===== src/esos_defines.svh =====
// Purpose: Constants for the engine start output sequencer
// Assumes: 200 MHz system clock
// Notes: Register offsets are byte addresses on a 32-bit bus
`ifndef ESOS_DEFINES_SVH
`define ESOS_DEFINES_SVH
`define ESOS_CLK_HZ 200000000
`define ESOS_MS_DIV (`ESOS_CLK_HZ / 1000)
`define ESOS_FUEL_LEAD_MS 200
`define ESOS_START_OFF_MIN_MS 200
`define ESOS_START_OFF_MAX_MS 300
`define ESOS_EXC_HOLD_S 30
`define ESOS_EXC_TOGGLE_S 5
`define ESOS_EXC_TAIL_S 5
`define ESOS_MS_PER_S 1000
`define ESOS_REG_CTRL 6'h00
`define ESOS_REG_CFG 6'h04
`define ESOS_REG_STATUS 6'h08
`define ESOS_REG_IRQ_STAT 6'h0c
`define ESOS_REG_IRQ_MASK 6'h10
`define ESOS_REG_FUEL_DLY 6'h14
`define ESOS_REG_BELT_DLY 6'h18
`define ESOS_REG_ALT_FN 6'h1c
`define ESOS_CTRL_START 0
`define ESOS_CTRL_STOP 1
`define ESOS_CFG_ETS 0
`define ESOS_CFG_STOP_ON_FUEL 1
`define ESOS_CFG_DPLUS_EN 2
`define ESOS_CFG_BELT_DIS 3
`define ESOS_CFG_START_REMAP 4
`define ESOS_CFG_FUEL_REMAP 5
`define ESOS_CFG_SEV_LSB 6
`define ESOS_CFG_RESET 32'h0000_0000
`define ESOS_IRQ_ESTOP 0
`define ESOS_IRQ_BELT 1
`define ESOS_IRQ_STARTED 2
`define ESOS_IRQ_W 3
`endif


===== src/esos_pkg.sv =====
// Purpose: Types for the engine start output sequencer
// Assumes: Constants live in esos_defines.svh
// Notes: One-hot state codes
package esos_pkg;
  typedef enum logic [4:0] {
    ESOS_IDLE = 5'h01,
    ESOS_FUEL_LEAD = 5'h02,
    ESOS_CRANK = 5'h04,
    ESOS_RUN = 5'h08,
    ESOS_STOP = 5'h10
  } esos_state_e;
  typedef enum logic [1:0] {
    ESOS_SEV_WARN = 2'h0,
    ESOS_SEV_UNLOAD = 2'h1,
    ESOS_SEV_DEACT = 2'h2,
    ESOS_SEV_ALARM = 2'h3
  } esos_sev_e;
endpackage : esos_pkg


===== src/esos_sequencer.sv =====
// Purpose: Starter, fuel and excitation sequencing with Avalon-MM registers
// Assumes: Inputs synchronous to clk_sys; sources are already debounced
// Notes:
// Overview of operation
// - Starter on during start request, off 200-300 ms after start recognized
// - Default mode: fuel on at least 200 ms before starter
// - Fuel off on stop; configurable delay when engine stopped externally
// - Energize-to-stop drives stop on first static output or fuel output
// - Lost relay common positive in operating mode raises unmaskable emergency stop alarm
// - Excitation on 30 s while cranking, then 5 s off, 5 s on
// - After start recognized, excitation stays on 5 s more
// - Alternator voltage zero for configured time raises belt anomaly, set severity
// - Settings enable alternator start detection and disable belt anomaly
// - Starter and fuel state readable, one bit each, 1 means active
// - Starter and fuel outputs may be reassigned to other functions
// - Excitation follows start command; started from any enabled source
//
// The Avalon-MM interface to the registers and the placing of the registers are this design's own decisions.
`timescale 1ns/1ps
`include "esos_defines.svh"
module esos_sequencer
  import esos_pkg::*;
#(
  parameter int unsigned MS_DIV = `ESOS_MS_DIV
)
(
  input wire logic clk_sys,
  input wire logic arst_n,
  input wire logic [5:0] avs_address,
  input wire logic avs_read,
  input wire logic avs_write,
  input wire logic [31:0] avs_writedata,
  input wire logic [3:0] avs_byteenable,
  output logic [31:0] avs_readdata,
  output logic avs_waitrequest,
  input wire logic started_voltage,
  input wire logic started_frequency,
  input wire logic started_speed,
  input wire logic started_oil,
  input wire logic dplus_present,
  input wire logic relay_common_positive,
  input wire logic operating_mode,
  input wire logic alt_fn_start,
  input wire logic alt_fn_fuel,
  output logic starter_cmd,
  output logic fuel_solenoid_terminal,
  output logic first_positive_static_output,
  output logic excitation_cmd,
  output logic emergency_stop_alarm,
  output logic belt_broken_anomaly,
  output logic [1:0] belt_severity,
  output logic irq
);
  localparam logic [15:0] FUEL_LEAD = 16'(`ESOS_FUEL_LEAD_MS);
  // Midpoint of the 200-300 ms window keeps margin both ways
  localparam logic [15:0] START_OFF =
    16'((`ESOS_START_OFF_MIN_MS + `ESOS_START_OFF_MAX_MS) / 2);
  localparam logic [15:0] EXC_HOLD = 16'(`ESOS_EXC_HOLD_S * `ESOS_MS_PER_S);
  localparam logic [15:0] EXC_TOG = 16'(`ESOS_EXC_TOGGLE_S * `ESOS_MS_PER_S);
  localparam logic [15:0] EXC_TAIL = 16'(`ESOS_EXC_TAIL_S * `ESOS_MS_PER_S);

  logic tick_ms;
  esos_state_e state_ff;
  esos_state_e nxt_state;
  logic [15:0] seq_ms_ff;
  logic [15:0] exc_ms_ff;
  logic [15:0] belt_ms_ff;
  logic [15:0] fdly_ms_ff;
  logic exc_on_ff;
  logic exc_tail_ff;
  logic started_ff;
  logic started_d_ff;
  logic [31:0] ctrl_ff;
  logic [31:0] cfg_ff;
  logic [15:0] fuel_dly_ff;
  logic [15:0] belt_dly_ff;
  logic [1:0] alt_state_ff;
  logic [`ESOS_IRQ_W-1:0] irq_stat_ff;
  logic [`ESOS_IRQ_W-1:0] irq_mask_ff;
  logic [`ESOS_IRQ_W-1:0] irq_evt;
  logic wr_en;
  logic rd_en;
  logic start_req;
  logic stop_req;
  logic ets_mode;
  logic stop_cmd;
  logic fuel_run;
  logic estop;
  logic belt_fault;

  function automatic logic [31:0] merge_be(input logic [31:0] old,
                                           input logic [31:0] wd,
                                           input logic [3:0] be);
    logic [31:0] r;
    r = old;
    for (int i = 0; i < 4; i++)
    begin
      if (be[i])
        r[i*8 +: 8] = wd[i*8 +: 8];
    end
    return r;
  endfunction : merge_be

  esos_tick #(.DIV(MS_DIV)) u_tick
  (
    .clk_sys(clk_sys),
    .arst_n(arst_n),
    .tick_ms(tick_ms)
  );

  assign start_req = ctrl_ff[`ESOS_CTRL_START];
  assign stop_req = ctrl_ff[`ESOS_CTRL_STOP];
  assign ets_mode = cfg_ff[`ESOS_CFG_ETS];
  assign estop = operating_mode && !relay_common_positive;
  // One-cycle slave: waitrequest high while idle and in the request's first cycle, low in its second
  assign wr_en = avs_write && !avs_waitrequest;
  assign rd_en = avs_read && !avs_waitrequest;

  always_ff @(posedge clk_sys or negedge arst_n)
  begin
    if (!arst_n)
      started_ff <= 1'b0;
    else
      started_ff <= started_voltage || started_frequency || started_speed ||
                    started_oil || (cfg_ff[`ESOS_CFG_DPLUS_EN] && dplus_present);
  end

  always_ff @(posedge clk_sys or negedge arst_n)
  begin
    if (!arst_n)
      started_d_ff <= 1'b0;
    else
      started_d_ff <= started_ff;
  end

  always_comb
  begin
    nxt_state = state_ff;
    case (state_ff)
      ESOS_IDLE:
        if (start_req && !stop_req && !estop)
          nxt_state = ets_mode ? ESOS_CRANK : ESOS_FUEL_LEAD;
      ESOS_FUEL_LEAD:
        if (!start_req || stop_req || estop)
          nxt_state = ESOS_STOP;
        // Strictly past: the free-running tick may land just after entry
        else if (seq_ms_ff > FUEL_LEAD)
          nxt_state = ESOS_CRANK;
      ESOS_CRANK:
        if (!start_req || stop_req || estop)
          nxt_state = ESOS_STOP;
        // Timer restarts on the started edge, so wait until it has
        else if (started_ff && started_d_ff && seq_ms_ff >= START_OFF)
          nxt_state = ESOS_RUN;
      ESOS_RUN:
        if (stop_req || estop || !start_req)
          nxt_state = ESOS_STOP;
        else if (!started_ff && fdly_ms_ff >= fuel_dly_ff)
          nxt_state = ESOS_STOP;
      ESOS_STOP:
        if (!start_req && !started_ff)
          nxt_state = ESOS_IDLE;
      default:
        nxt_state = ESOS_IDLE;
    endcase
  end

  always_ff @(posedge clk_sys or negedge arst_n)
  begin
    if (!arst_n)
      state_ff <= ESOS_IDLE;
    else
      state_ff <= nxt_state;
  end

  // Sequence timer: restarts on state change and on the started edge
  always_ff @(posedge clk_sys or negedge arst_n)
  begin
    if (!arst_n)
      seq_ms_ff <= 16'h0;
    else if (nxt_state != state_ff || (started_ff && !started_d_ff))
      seq_ms_ff <= 16'h0;
    else if (tick_ms && seq_ms_ff != 16'hffff)
      seq_ms_ff <= seq_ms_ff + 16'h1;
  end

  // Time since the engine stopped by other means while running
  always_ff @(posedge clk_sys or negedge arst_n)
  begin
    if (!arst_n)
      fdly_ms_ff <= 16'h0;
    else if (state_ff != ESOS_RUN || started_ff)
      fdly_ms_ff <= 16'h0;
    else if (tick_ms && fdly_ms_ff != 16'hffff)
      fdly_ms_ff <= fdly_ms_ff + 16'h1;
  end

  // Excitation: 30 s steady during crank, then 5 s toggling, 5 s tail
  always_ff @(posedge clk_sys or negedge arst_n)
  begin
    if (!arst_n)
    begin
      exc_ms_ff <= 16'h0;
      exc_on_ff <= 1'b0;
      exc_tail_ff <= 1'b0;
    end
    else if (state_ff == ESOS_CRANK && !started_ff)
    begin
      exc_tail_ff <= 1'b0;
      if (!exc_on_ff && exc_ms_ff == 16'h0)
      begin
        exc_on_ff <= 1'b1;
        exc_ms_ff <= 16'h1;
      end
      else if (tick_ms)
      begin
        if (exc_ms_ff >= EXC_HOLD + EXC_TOG)
        begin
          exc_ms_ff <= EXC_HOLD + 16'h1;
          exc_on_ff <= !exc_on_ff;
        end
        else if (exc_ms_ff == EXC_HOLD)
        begin
          exc_ms_ff <= exc_ms_ff + 16'h1;
          exc_on_ff <= 1'b0;
        end
        else
          exc_ms_ff <= exc_ms_ff + 16'h1;
      end
    end
    else if (started_ff && (state_ff == ESOS_CRANK || state_ff == ESOS_RUN) &&
             (exc_ms_ff != 16'h0 || exc_tail_ff))
    begin
      if (!exc_tail_ff)
      begin
        exc_tail_ff <= 1'b1;
        exc_on_ff <= 1'b1;
        exc_ms_ff <= 16'h1;
      end
      else if (tick_ms && exc_ms_ff != 16'h0)
      begin
        if (exc_ms_ff >= EXC_TAIL)
        begin
          exc_ms_ff <= 16'h0;
          exc_on_ff <= 1'b0;
        end
        else
          exc_ms_ff <= exc_ms_ff + 16'h1;
      end
    end
    else if (!(started_ff && exc_tail_ff))
    begin
      exc_ms_ff <= 16'h0;
      exc_on_ff <= 1'b0;
      exc_tail_ff <= 1'b0;
    end
  end

  // Belt: alternator voltage absent while engine runs
  assign belt_fault = belt_dly_ff != 16'h0 && belt_ms_ff >= belt_dly_ff;

  always_ff @(posedge clk_sys or negedge arst_n)
  begin
    if (!arst_n)
      belt_ms_ff <= 16'h0;
    else if (state_ff != ESOS_RUN || dplus_present || cfg_ff[`ESOS_CFG_BELT_DIS])
      belt_ms_ff <= 16'h0;
    else if (tick_ms && belt_ms_ff != 16'hffff)
      belt_ms_ff <= belt_ms_ff + 16'h1;
  end

  assign fuel_run = (state_ff == ESOS_FUEL_LEAD || state_ff == ESOS_CRANK ||
                     state_ff == ESOS_RUN) && !ets_mode;
  assign stop_cmd = ets_mode && (state_ff == ESOS_STOP || estop);

  always_ff @(posedge clk_sys or negedge arst_n)
  begin
    if (!arst_n)
    begin
      starter_cmd <= 1'b0;
      fuel_solenoid_terminal <= 1'b0;
      first_positive_static_output <= 1'b0;
      excitation_cmd <= 1'b0;
      emergency_stop_alarm <= 1'b0;
      belt_broken_anomaly <= 1'b0;
      belt_severity <= 2'h0;
      alt_state_ff <= 2'h0;
    end
    else
    begin
      starter_cmd <= cfg_ff[`ESOS_CFG_START_REMAP] ? alt_fn_start :
                     (state_ff == ESOS_CRANK);
      if (cfg_ff[`ESOS_CFG_FUEL_REMAP])
        fuel_solenoid_terminal <= alt_fn_fuel;
      else if (ets_mode && cfg_ff[`ESOS_CFG_STOP_ON_FUEL])
        fuel_solenoid_terminal <= stop_cmd;
      else
        fuel_solenoid_terminal <= fuel_run;
      first_positive_static_output <= stop_cmd && !cfg_ff[`ESOS_CFG_STOP_ON_FUEL];
      excitation_cmd <= exc_on_ff;
      emergency_stop_alarm <= estop;
      belt_broken_anomaly <= belt_fault;
      belt_severity <= cfg_ff[`ESOS_CFG_SEV_LSB +: 2];
      alt_state_ff <= {fuel_solenoid_terminal, starter_cmd};
    end
  end

  // Sticky events; hardware set wins over write-one-to-clear
  assign irq_evt = {started_ff && !started_d_ff, belt_fault, estop};

  always_ff @(posedge clk_sys or negedge arst_n)
  begin
    if (!arst_n)
      irq_stat_ff <= '0;
    else if (wr_en && avs_address == `ESOS_REG_IRQ_STAT && avs_byteenable[0])
      irq_stat_ff <= (irq_stat_ff & ~avs_writedata[`ESOS_IRQ_W-1:0]) | irq_evt;
    else
      irq_stat_ff <= irq_stat_ff | irq_evt;
  end

  // Emergency stop cannot be masked
  always_ff @(posedge clk_sys or negedge arst_n)
  begin
    if (!arst_n)
      irq <= 1'b0;
    else
      irq <= irq_stat_ff[`ESOS_IRQ_ESTOP] ||
             |(irq_stat_ff & irq_mask_ff);
  end

  always_ff @(posedge clk_sys or negedge arst_n)
  begin
    if (!arst_n)
    begin
      ctrl_ff <= 32'h0;
      cfg_ff <= `ESOS_CFG_RESET;
      irq_mask_ff <= '0;
      fuel_dly_ff <= 16'h0;
      belt_dly_ff <= 16'h0;
    end
    else if (wr_en)
    begin
      if (avs_address == `ESOS_REG_CTRL)
        ctrl_ff <= merge_be(ctrl_ff, avs_writedata, avs_byteenable);
      else if (avs_address == `ESOS_REG_CFG)
        cfg_ff <= merge_be(cfg_ff, avs_writedata, avs_byteenable);
      else if (avs_address == `ESOS_REG_IRQ_MASK && avs_byteenable[0])
        irq_mask_ff <= avs_writedata[`ESOS_IRQ_W-1:0];
      else if (avs_address == `ESOS_REG_FUEL_DLY)
        fuel_dly_ff <= 16'(merge_be({16'h0, fuel_dly_ff}, avs_writedata, avs_byteenable));
      else if (avs_address == `ESOS_REG_BELT_DLY)
        belt_dly_ff <= 16'(merge_be({16'h0, belt_dly_ff}, avs_writedata, avs_byteenable));
    end
  end

  always_ff @(posedge clk_sys or negedge arst_n)
  begin
    if (!arst_n)
    begin
      avs_waitrequest <= 1'b1;
      avs_readdata <= 32'h0;
    end
    else
    begin
      avs_waitrequest <= !(avs_read || avs_write) || !avs_waitrequest;
      if (avs_read && avs_waitrequest)
      begin
        if (avs_address == `ESOS_REG_CTRL)
          avs_readdata <= ctrl_ff;
        else if (avs_address == `ESOS_REG_CFG)
          avs_readdata <= cfg_ff;
        else if (avs_address == `ESOS_REG_STATUS)
          avs_readdata <= {22'h0, state_ff, started_ff, alt_state_ff,
                           excitation_cmd, belt_broken_anomaly};
        else if (avs_address == `ESOS_REG_IRQ_STAT)
          avs_readdata <= {29'h0, irq_stat_ff};
        else if (avs_address == `ESOS_REG_IRQ_MASK)
          avs_readdata <= {29'h0, irq_mask_ff};
        else if (avs_address == `ESOS_REG_FUEL_DLY)
          avs_readdata <= {16'h0, fuel_dly_ff};
        else if (avs_address == `ESOS_REG_BELT_DLY)
          avs_readdata <= {16'h0, belt_dly_ff};
        else
          avs_readdata <= 32'h0;
      end
      else if (rd_en)
        avs_readdata <= avs_readdata;
    end
  end
endmodule : esos_sequencer


===== src/esos_tick.sv =====
// Purpose: Millisecond enable pulse from the system clock
// Assumes: DIV is the clock count per millisecond
// Notes: One-cycle pulse, free running after reset
`timescale 1ns/1ps
module esos_tick
  import esos_pkg::*;
#(
  parameter int unsigned DIV = 200000
)
(
  input wire logic clk_sys,
  input wire logic arst_n,
  output logic tick_ms
);
  logic [31:0] cnt_ff;

  always_ff @(posedge clk_sys or negedge arst_n)
  begin
    if (!arst_n)
    begin
      cnt_ff <= 32'h0;
      tick_ms <= 1'b0;
    end
    else if (cnt_ff == DIV - 1)
    begin
      cnt_ff <= 32'h0;
      tick_ms <= 1'b1;
    end
    else
    begin
      cnt_ff <= cnt_ff + 32'h1;
      tick_ms <= 1'b0;
    end
  end
endmodule : esos_tick


===== config.mk =====
export PLATFORM = sky130hd
export DESIGN_NAME = esos_sequencer
export DESIGN_NICKNAME = d
export VERILOG_FILES = /design/src/esos_pkg.sv /design/src/esos_sequencer.sv /design/src/esos_tick.sv
export VERILOG_INCLUDE_DIRS = /design/src
export SDC_FILE = /design/constraint.sdc
export NUM_CORES = 1
export LEC_CHECK = 0
export ABC_AREA = 1
export BUFFER_PORTS_ARGS = -buffer_cell sky130_fd_sc_hd__buf_2
export CAP_MARGIN = 20
export CELL_PAD_IN_SITES_DETAIL_PLACEMENT = 1
export CELL_PAD_IN_SITES_GLOBAL_PLACEMENT = 2
export CORE_MARGIN = 1.5
export CORE_UTILIZATION = 36
export CTS_CLUSTER_DIAMETER = 150
export DETAILED_ROUTE_END_ITERATION = 10
export PLACE_DENSITY_LB_ADDON = 0.1
export SLEW_MARGIN = 40
export SYNTH_ARGS = -nofsm -noshare
export SYNTH_HDL_FRONTEND = slang
export SYNTH_HIERARCHICAL = 1
export SYNTH_SLANG_ARGS = --single-unit
export TNS_END_PERCENT = 20

===== constraint.sdc =====
create_clock -name clk_sys -period 2.2 [get_ports clk_sys]
set_input_delay 0.44 -clock clk_sys [delete_from_list [all_inputs] [get_ports clk_sys]]
set_output_delay 0.44 -clock clk_sys [all_outputs]
set_load 0.1 [all_outputs]

; ---- Yosys cells after proc, flatten, opt, wreduce, memory -nomap -nowiden
; Cells that the tools add are included.
[totals]
out_inout_bits = 42
regBits = 252
inputBits = 55
word_cells = 211
[op_classes]
n_mux = 50
eq_ne = 23
n_addsub = 5
magnitude_cmp = 6
reduce_logical = 82
bitwise_logic = 9
[op_table]
columns = op, count
row1 = $mux W16, 19
row2 = $mux W32, 4
row3 = $add A16 B1 Y16 const B, 4
row4 = $ne A16 B16 Y1 const B, 3
row5 = $mux W5, 8
row6 = $add A32 B1 Y32 const B, 1
row7 = $eq A32 B18 Y1 const B, 1
row8 = $ge A16 B16 Y1, 2
row9 = $reduce_bool A16 Y1, 2
row10 = $logic_and A1 B1 Y1, 28
row11 = $pmux W5 S5, 1
row12 = $logic_or A1 B1 Y1, 20
row13 = $reduce_and A4 Y1, 5
row14 = $eq A6 B5 Y1 const B, 3
row15 = $eq A16 B15 Y1 const B, 1
row16 = $ge A16 B13 Y1 const B, 1
row17 = $ge A16 B16 Y1 const B, 1
row18 = $ge A16 B8 Y1 const B, 1
row19 = $gt A16 B8 Y1 const B, 1
row20 = $logic_not A16 Y1, 1
row21 = $mux W1, 16
row22 = $reduce_and A3 Y1, 5
row23 = $reduce_and A7 Y1, 2
row24 = $eq A6 B4 Y1 const B, 2
row25 = other kinds (23), 43

; ---- Logic depth before layout (Yosys ltp)
[logic_depth]
word_depth = 9
ltp_mapped = 19
depth_no_buf = 18

; ---- Cells and area by module
; The synthesis kept the hierarchy.
[by_module_without_submodules]
columns = module, area_each_um2, cells_each, n_inst, seq_area_each_um2
row1 = esos_sequencer, 11124.4, 1370, 1, 5482.8
row2 = esos_tick, 1993.2, 291, 1, 825.8

; ---- Worst setup path after synthesis
; OpenSTA, ideal clock, no wires.
[synth_timing]
kind = reg2reg
startpoint = reg fdly_ms_ff[11]
endpoint = reg seq_ms_ff[11]
path_slack_ns = 0.250
setup_time_ns = 0.069
path_buffers = 1
arrival_time_ns = 1.881
period_less_slack_ns = 1.950
required_time_ns = 2.131
path_stages_with_launch = 14
path_cell_list = dfrtp_1 > ha_1 > a21oi_1 > o21ai_0 > a21oi_1 > nand2_1 > nand2_1 > nand2_1 > nand2_1 > nand2_1 > a21oi_1 > nand3_2 > buf_6 > nor2_2
[synth_between]
elab_chain_cells = 8
word_cells_on_any_way = 9
cone_classes = 1 x order compare / 1 x eq/ne / 4 x mux / 3 x reduce/logical
[synth_rtl]
columns = item, line_no
row1 = from (decl), esos_sequencer.sv:68  ; logic [15:0] fdly_ms_ff;
row2 = from (signal assigned), esos_sequencer.sv:195  ; fdly_ms_ff <= fdly_ms_ff + 16'h1;
row3 = $ge A16 B16 Y1 *, esos_sequencer.sv:158  ; else if (!started_ff && fdly_ms_ff >= fuel_dly_ff)
row4 = $logic_and A1 B1 Y1 *, esos_sequencer.sv:158
row5 = $mux W5 *, esos_sequencer.sv:158
row6 = $mux W5 *, esos_sequencer.sv:156  ; if (stop_req || estop || !start_req)
row7 = $pmux W5 S5 *, esos_sequencer.sv:139  ; case (state_ff)
row8 = $ne A5 B5 Y1 *, esos_sequencer.sv:181  ; else if (nxt_state != state_ff || (started_ff && !started_d_ff))
row9 = $logic_or A1 B1 Y1 *, esos_sequencer.sv:181
row10 = $mux W16 / $reduce_bool A2 Y1 (equally long branches), n/a
row11 = to (signal assigned), esos_sequencer.sv:184  ; seq_ms_ff <= seq_ms_ff + 16'h1;
row12 = to (decl), esos_sequencer.sv:65  ; logic [15:0] seq_ms_ff;
; Mark *: on every way between the ends. The rest lies on a longest branch, timed or not.
; A chain may end at the register's enable or synchronous reset.

; ---- Worst setup path in the final report
[layout_timing]
startpoint = reg fdly_ms_ff[11]
endpoint = reg seq_ms_ff[4]
; Same word-level chain as after synthesis.

==> results.cfg <==
[outcome]
status = finished, violations left
failed_checks = design-rule violations

[synth]
postSynthCellCount = 1661
synth_nets = 1755
ys.flop_type = dfrtp_1
synth_edf_count = 0
synthArstFlopShare = 1.00
synth-seq-cells = 252
yosys.cell_types.count = 53
syn_avg_cell_area_um2 = 7.90
syn_area_um2 = 13100
ys_seq_area_frac = 0.481
ys_warn_count = 6

[global_route]
grt_use_total = 0.225
grt_pass1_vias = 12375
grt_max_degree = 59
grt_pass1_wl_um = 67800
antenna_found_initial = 1
grt-ovfl-total = 0

[final_layout]
area_growth_pct = 24.9
layout-drive-gt1-share = 0.191
fin_cells = 2348
utilization = 0.458
fin_area_um2 = 16400
layout.nets = 1956

[drt]
drt_iter0_drc = 470
vias_per_cell = 4.98
drc_errors = 4
ant_nets = 0
num_vias = 11704
dr.pass1.iters = 7
drt-total-wl_um = 41700
drt-wirelength-per-cell_um = 17.7

[power]
p_per_area_nw_per_um2 = 723
total_power_mw = 11.8
p_leak_nw = 7.82
peakVddDrop_mv = 0.578

[critical_path]
crit_fanout = 8
cp-start-kind = flip-flop
cp-startpoint = fdly_ms_ff[11]
endpoint_kind = flip-flop
reg2reg_slack_ns = 0.09
path_cells = ha_4 > a21oi_2 > o21ai_2 > a21oi_2 > nand2_2 > nand3_2 > nand3_2 > nand2_2 > nand2_1 > nor2_2 > nand3_2 > clkbuf_16 > nor2_1
setup.worst_path.class = flip-flop to flip-flop
path_delay_family = simple AND/OR/NAND/NOR gates
cpMostUsedCell = nand3_2
slowest_delay_ns = 0.42
required_ns = 2.70
cpMaxStageDelayCell = dfrtp_1
cp.buffers_inverters = 1
crit_path_end = seq_ms_ff[4]
reg2reg_to = seq_ms_ff[4]
cp.arrival_ns = 2.61
worst_r2r_path_depth = 13
timing.rr.start = fdly_ms_ff[11]
cp_num_cells = 13

[sta]
slew_headroom = 0.588
period_share = 0.958
tightest_slew_ns = 0.613
finalCriticalPeriod_ns = 2.11
final-setup-viol-count = 0
timing.final.ws_setup_ns = 0.0934
slew_violations = 0
holdWs_ns = 0.0414
setup_tns_ns = 0
rsz0062_at_grt = true
skew_ns = 0.0196
timing.fmax_mhz = 475
hold_viol = 0

[cts]
cts_htree_levels = 1
cts_root_buf = clkbuf_16
clk_pin_slew_ns = 0.06
cts_tree = done
numCtsBuffers = 31
clk_latency_ns = 0.57
clockBufferDepth = 3
cts.sinks = 252

[placed_design]
port_buffers = 96
place_ws_ns = -0.105
post-dp-hpwl_um = 31300
place.gp.congestion = 0.842
place_inst = 2276
placed_area_um2 = 14900

[die]
core_um2 = 35700
die_x_um = 194
ios = 97
row_count = 69
die_area_um2 = 37600
die-height_um = 194
start_util = 0.367

[hold_path]
hp-class = primary input to flip-flop

[run]
maxCapViolCount = 0
==> how the worst min path moves through the flow <==
| stage | start | to | slack (ns) | cells after the start |
|---|---|---|---|---|
| 3_3_place_gp | fuel_solenoid_terminal | alt_state_ff[1] | 0.36 | 0 |
| 3_5_place_dp | fuel_solenoid_terminal | alt_state_ff[1] | 0.36 | 0 |
| 6_report | avs_read | avs_waitrequest | 0.04 | 2 |
| 4_1_cts | avs_read | avs_waitrequest | 0.01 | 2 |
| 5_1_grt | avs_read | avs_waitrequest | 0.05 | 2 |
| 2_1_floorplan | arst_n | alt_state_ff[0] | 0.14 | 0 |
==> cell usage in the layout, fill, tap and decap left out, types with 28 or more instances in the layout <==
| master | n |
|---|---|
| o21ai_0 | 164 |
| a21oi_1 | 67 |
| nand3_1 | 70 |
| dfrtp_1 | 249 |
| nor2_1 | 158 |
| buf_2 | 95 |
| nand2_1 | 383 |
| ha_1 | 28 |
| nor3_1 | 35 |
| buf_4 | 88 |
| clkbuf_16 | 32 |
| inv_1 | 223 |
==> layer usage <==
layer / track usage / routed length [um] / vias to the layer above
met2: 0.365 / 19100 / 164
li1: - / - / 5815
met4: 0.0602 / 888 / 0
met1: 0.317 / 20200 / 5671
met5: 0 / 0 / -
met3: 0.0278 / 1460 / 54
==> where the power goes <==
part           internal, mW  switching (mW)
Clock                  3.08            2.07
Combinational         0.480            1.28
Sequential             4.82           0.127
Total                  8.37            3.47
==> registers in the layout, indices dropped and copies added (netlist names), 2 cells and up <==
name           flops
belt_ms_ff        16
alt_state_ff       2
state_ff           5
u_tick/cnt_ff     32
belt_dly_ff       16
avs_readdata      32
exc_ms_ff         16
fdly_ms_ff        16
cfg_ff            32
fuel_dly_ff       16
ctrl_ff           32
irq_mask_ff        3
belt_severity      2
irq_stat_ff        3
seq_ms_ff         16
==> area by class of cell <==
cell class,count,area (um^2)
Antenna cell,1,2.50
Clock buffer,44,905
Clock inverter,13,125
Fill cell,4393,19400
Inverter,241,905
Multi-Input combinational cell,1134,6080
Sequential cell,252,6310
Tap cell,461,577
Timing Repair Buffer,202,1480
==> kinds of logic after synthesis <==
kind of cell | after synthesis | synth area share
xor gates and xnor gates | 31 | 0.0207
DFF | 252 | 0.481
buffers and inverters | 275 | 0.0809
adders and majority gates | 39 | 0.0372
muxes | 3 | 0.00229
AOI/OAI and AO/OA | 308 | 0.130
and+or+nand+nor | 753 | 0.248
==> cell usage after synthesis, types with 4 or more instances <==
library cell / count / area, um^2
a2111oi_0: 5 / 43.8
a21oi_1: 73 / 365
a221oi_1: 10 / 87.6
a22oi_1: 5 / 37.5
a31oi_1: 7 / 43.8
buf_2: 11 / 55.1
clkbuf_1: 20 / 75.1
dfrtp_1: 250 / 6260
ha_1: 39 / 488
inv_1: 236 / 886
inv_2: 5 / 18.8
nand2_1: 394 / 1480
nand2_2: 4 / 25.0
nand3_1: 73 / 365
nand3b_1: 4 / 30.0
nand4_1: 21 / 131
nor2_1: 169 / 634
nor2_2: 20 / 125
nor2_4: 7 / 78.8
nor3_1: 37 / 185
nor4_1: 11 / 68.8
o21ai_0: 168 / 841
o22ai_1: 17 / 106
xnor2_1: 5 / 43.8
xor2_1: 26 / 228
==> repair_timing <==
action                                  in CTS  in global routing
hold buffers                                 1                  0
endpoints found under the setup margin      21                 37
gates cloned                                 0                  1
resized for setup                            7                 74
pin swaps                                    1                 21
setup buffers                                0                 12
hold endpoints to repair                    48                  0
Power figures use the tool's default switching activity.
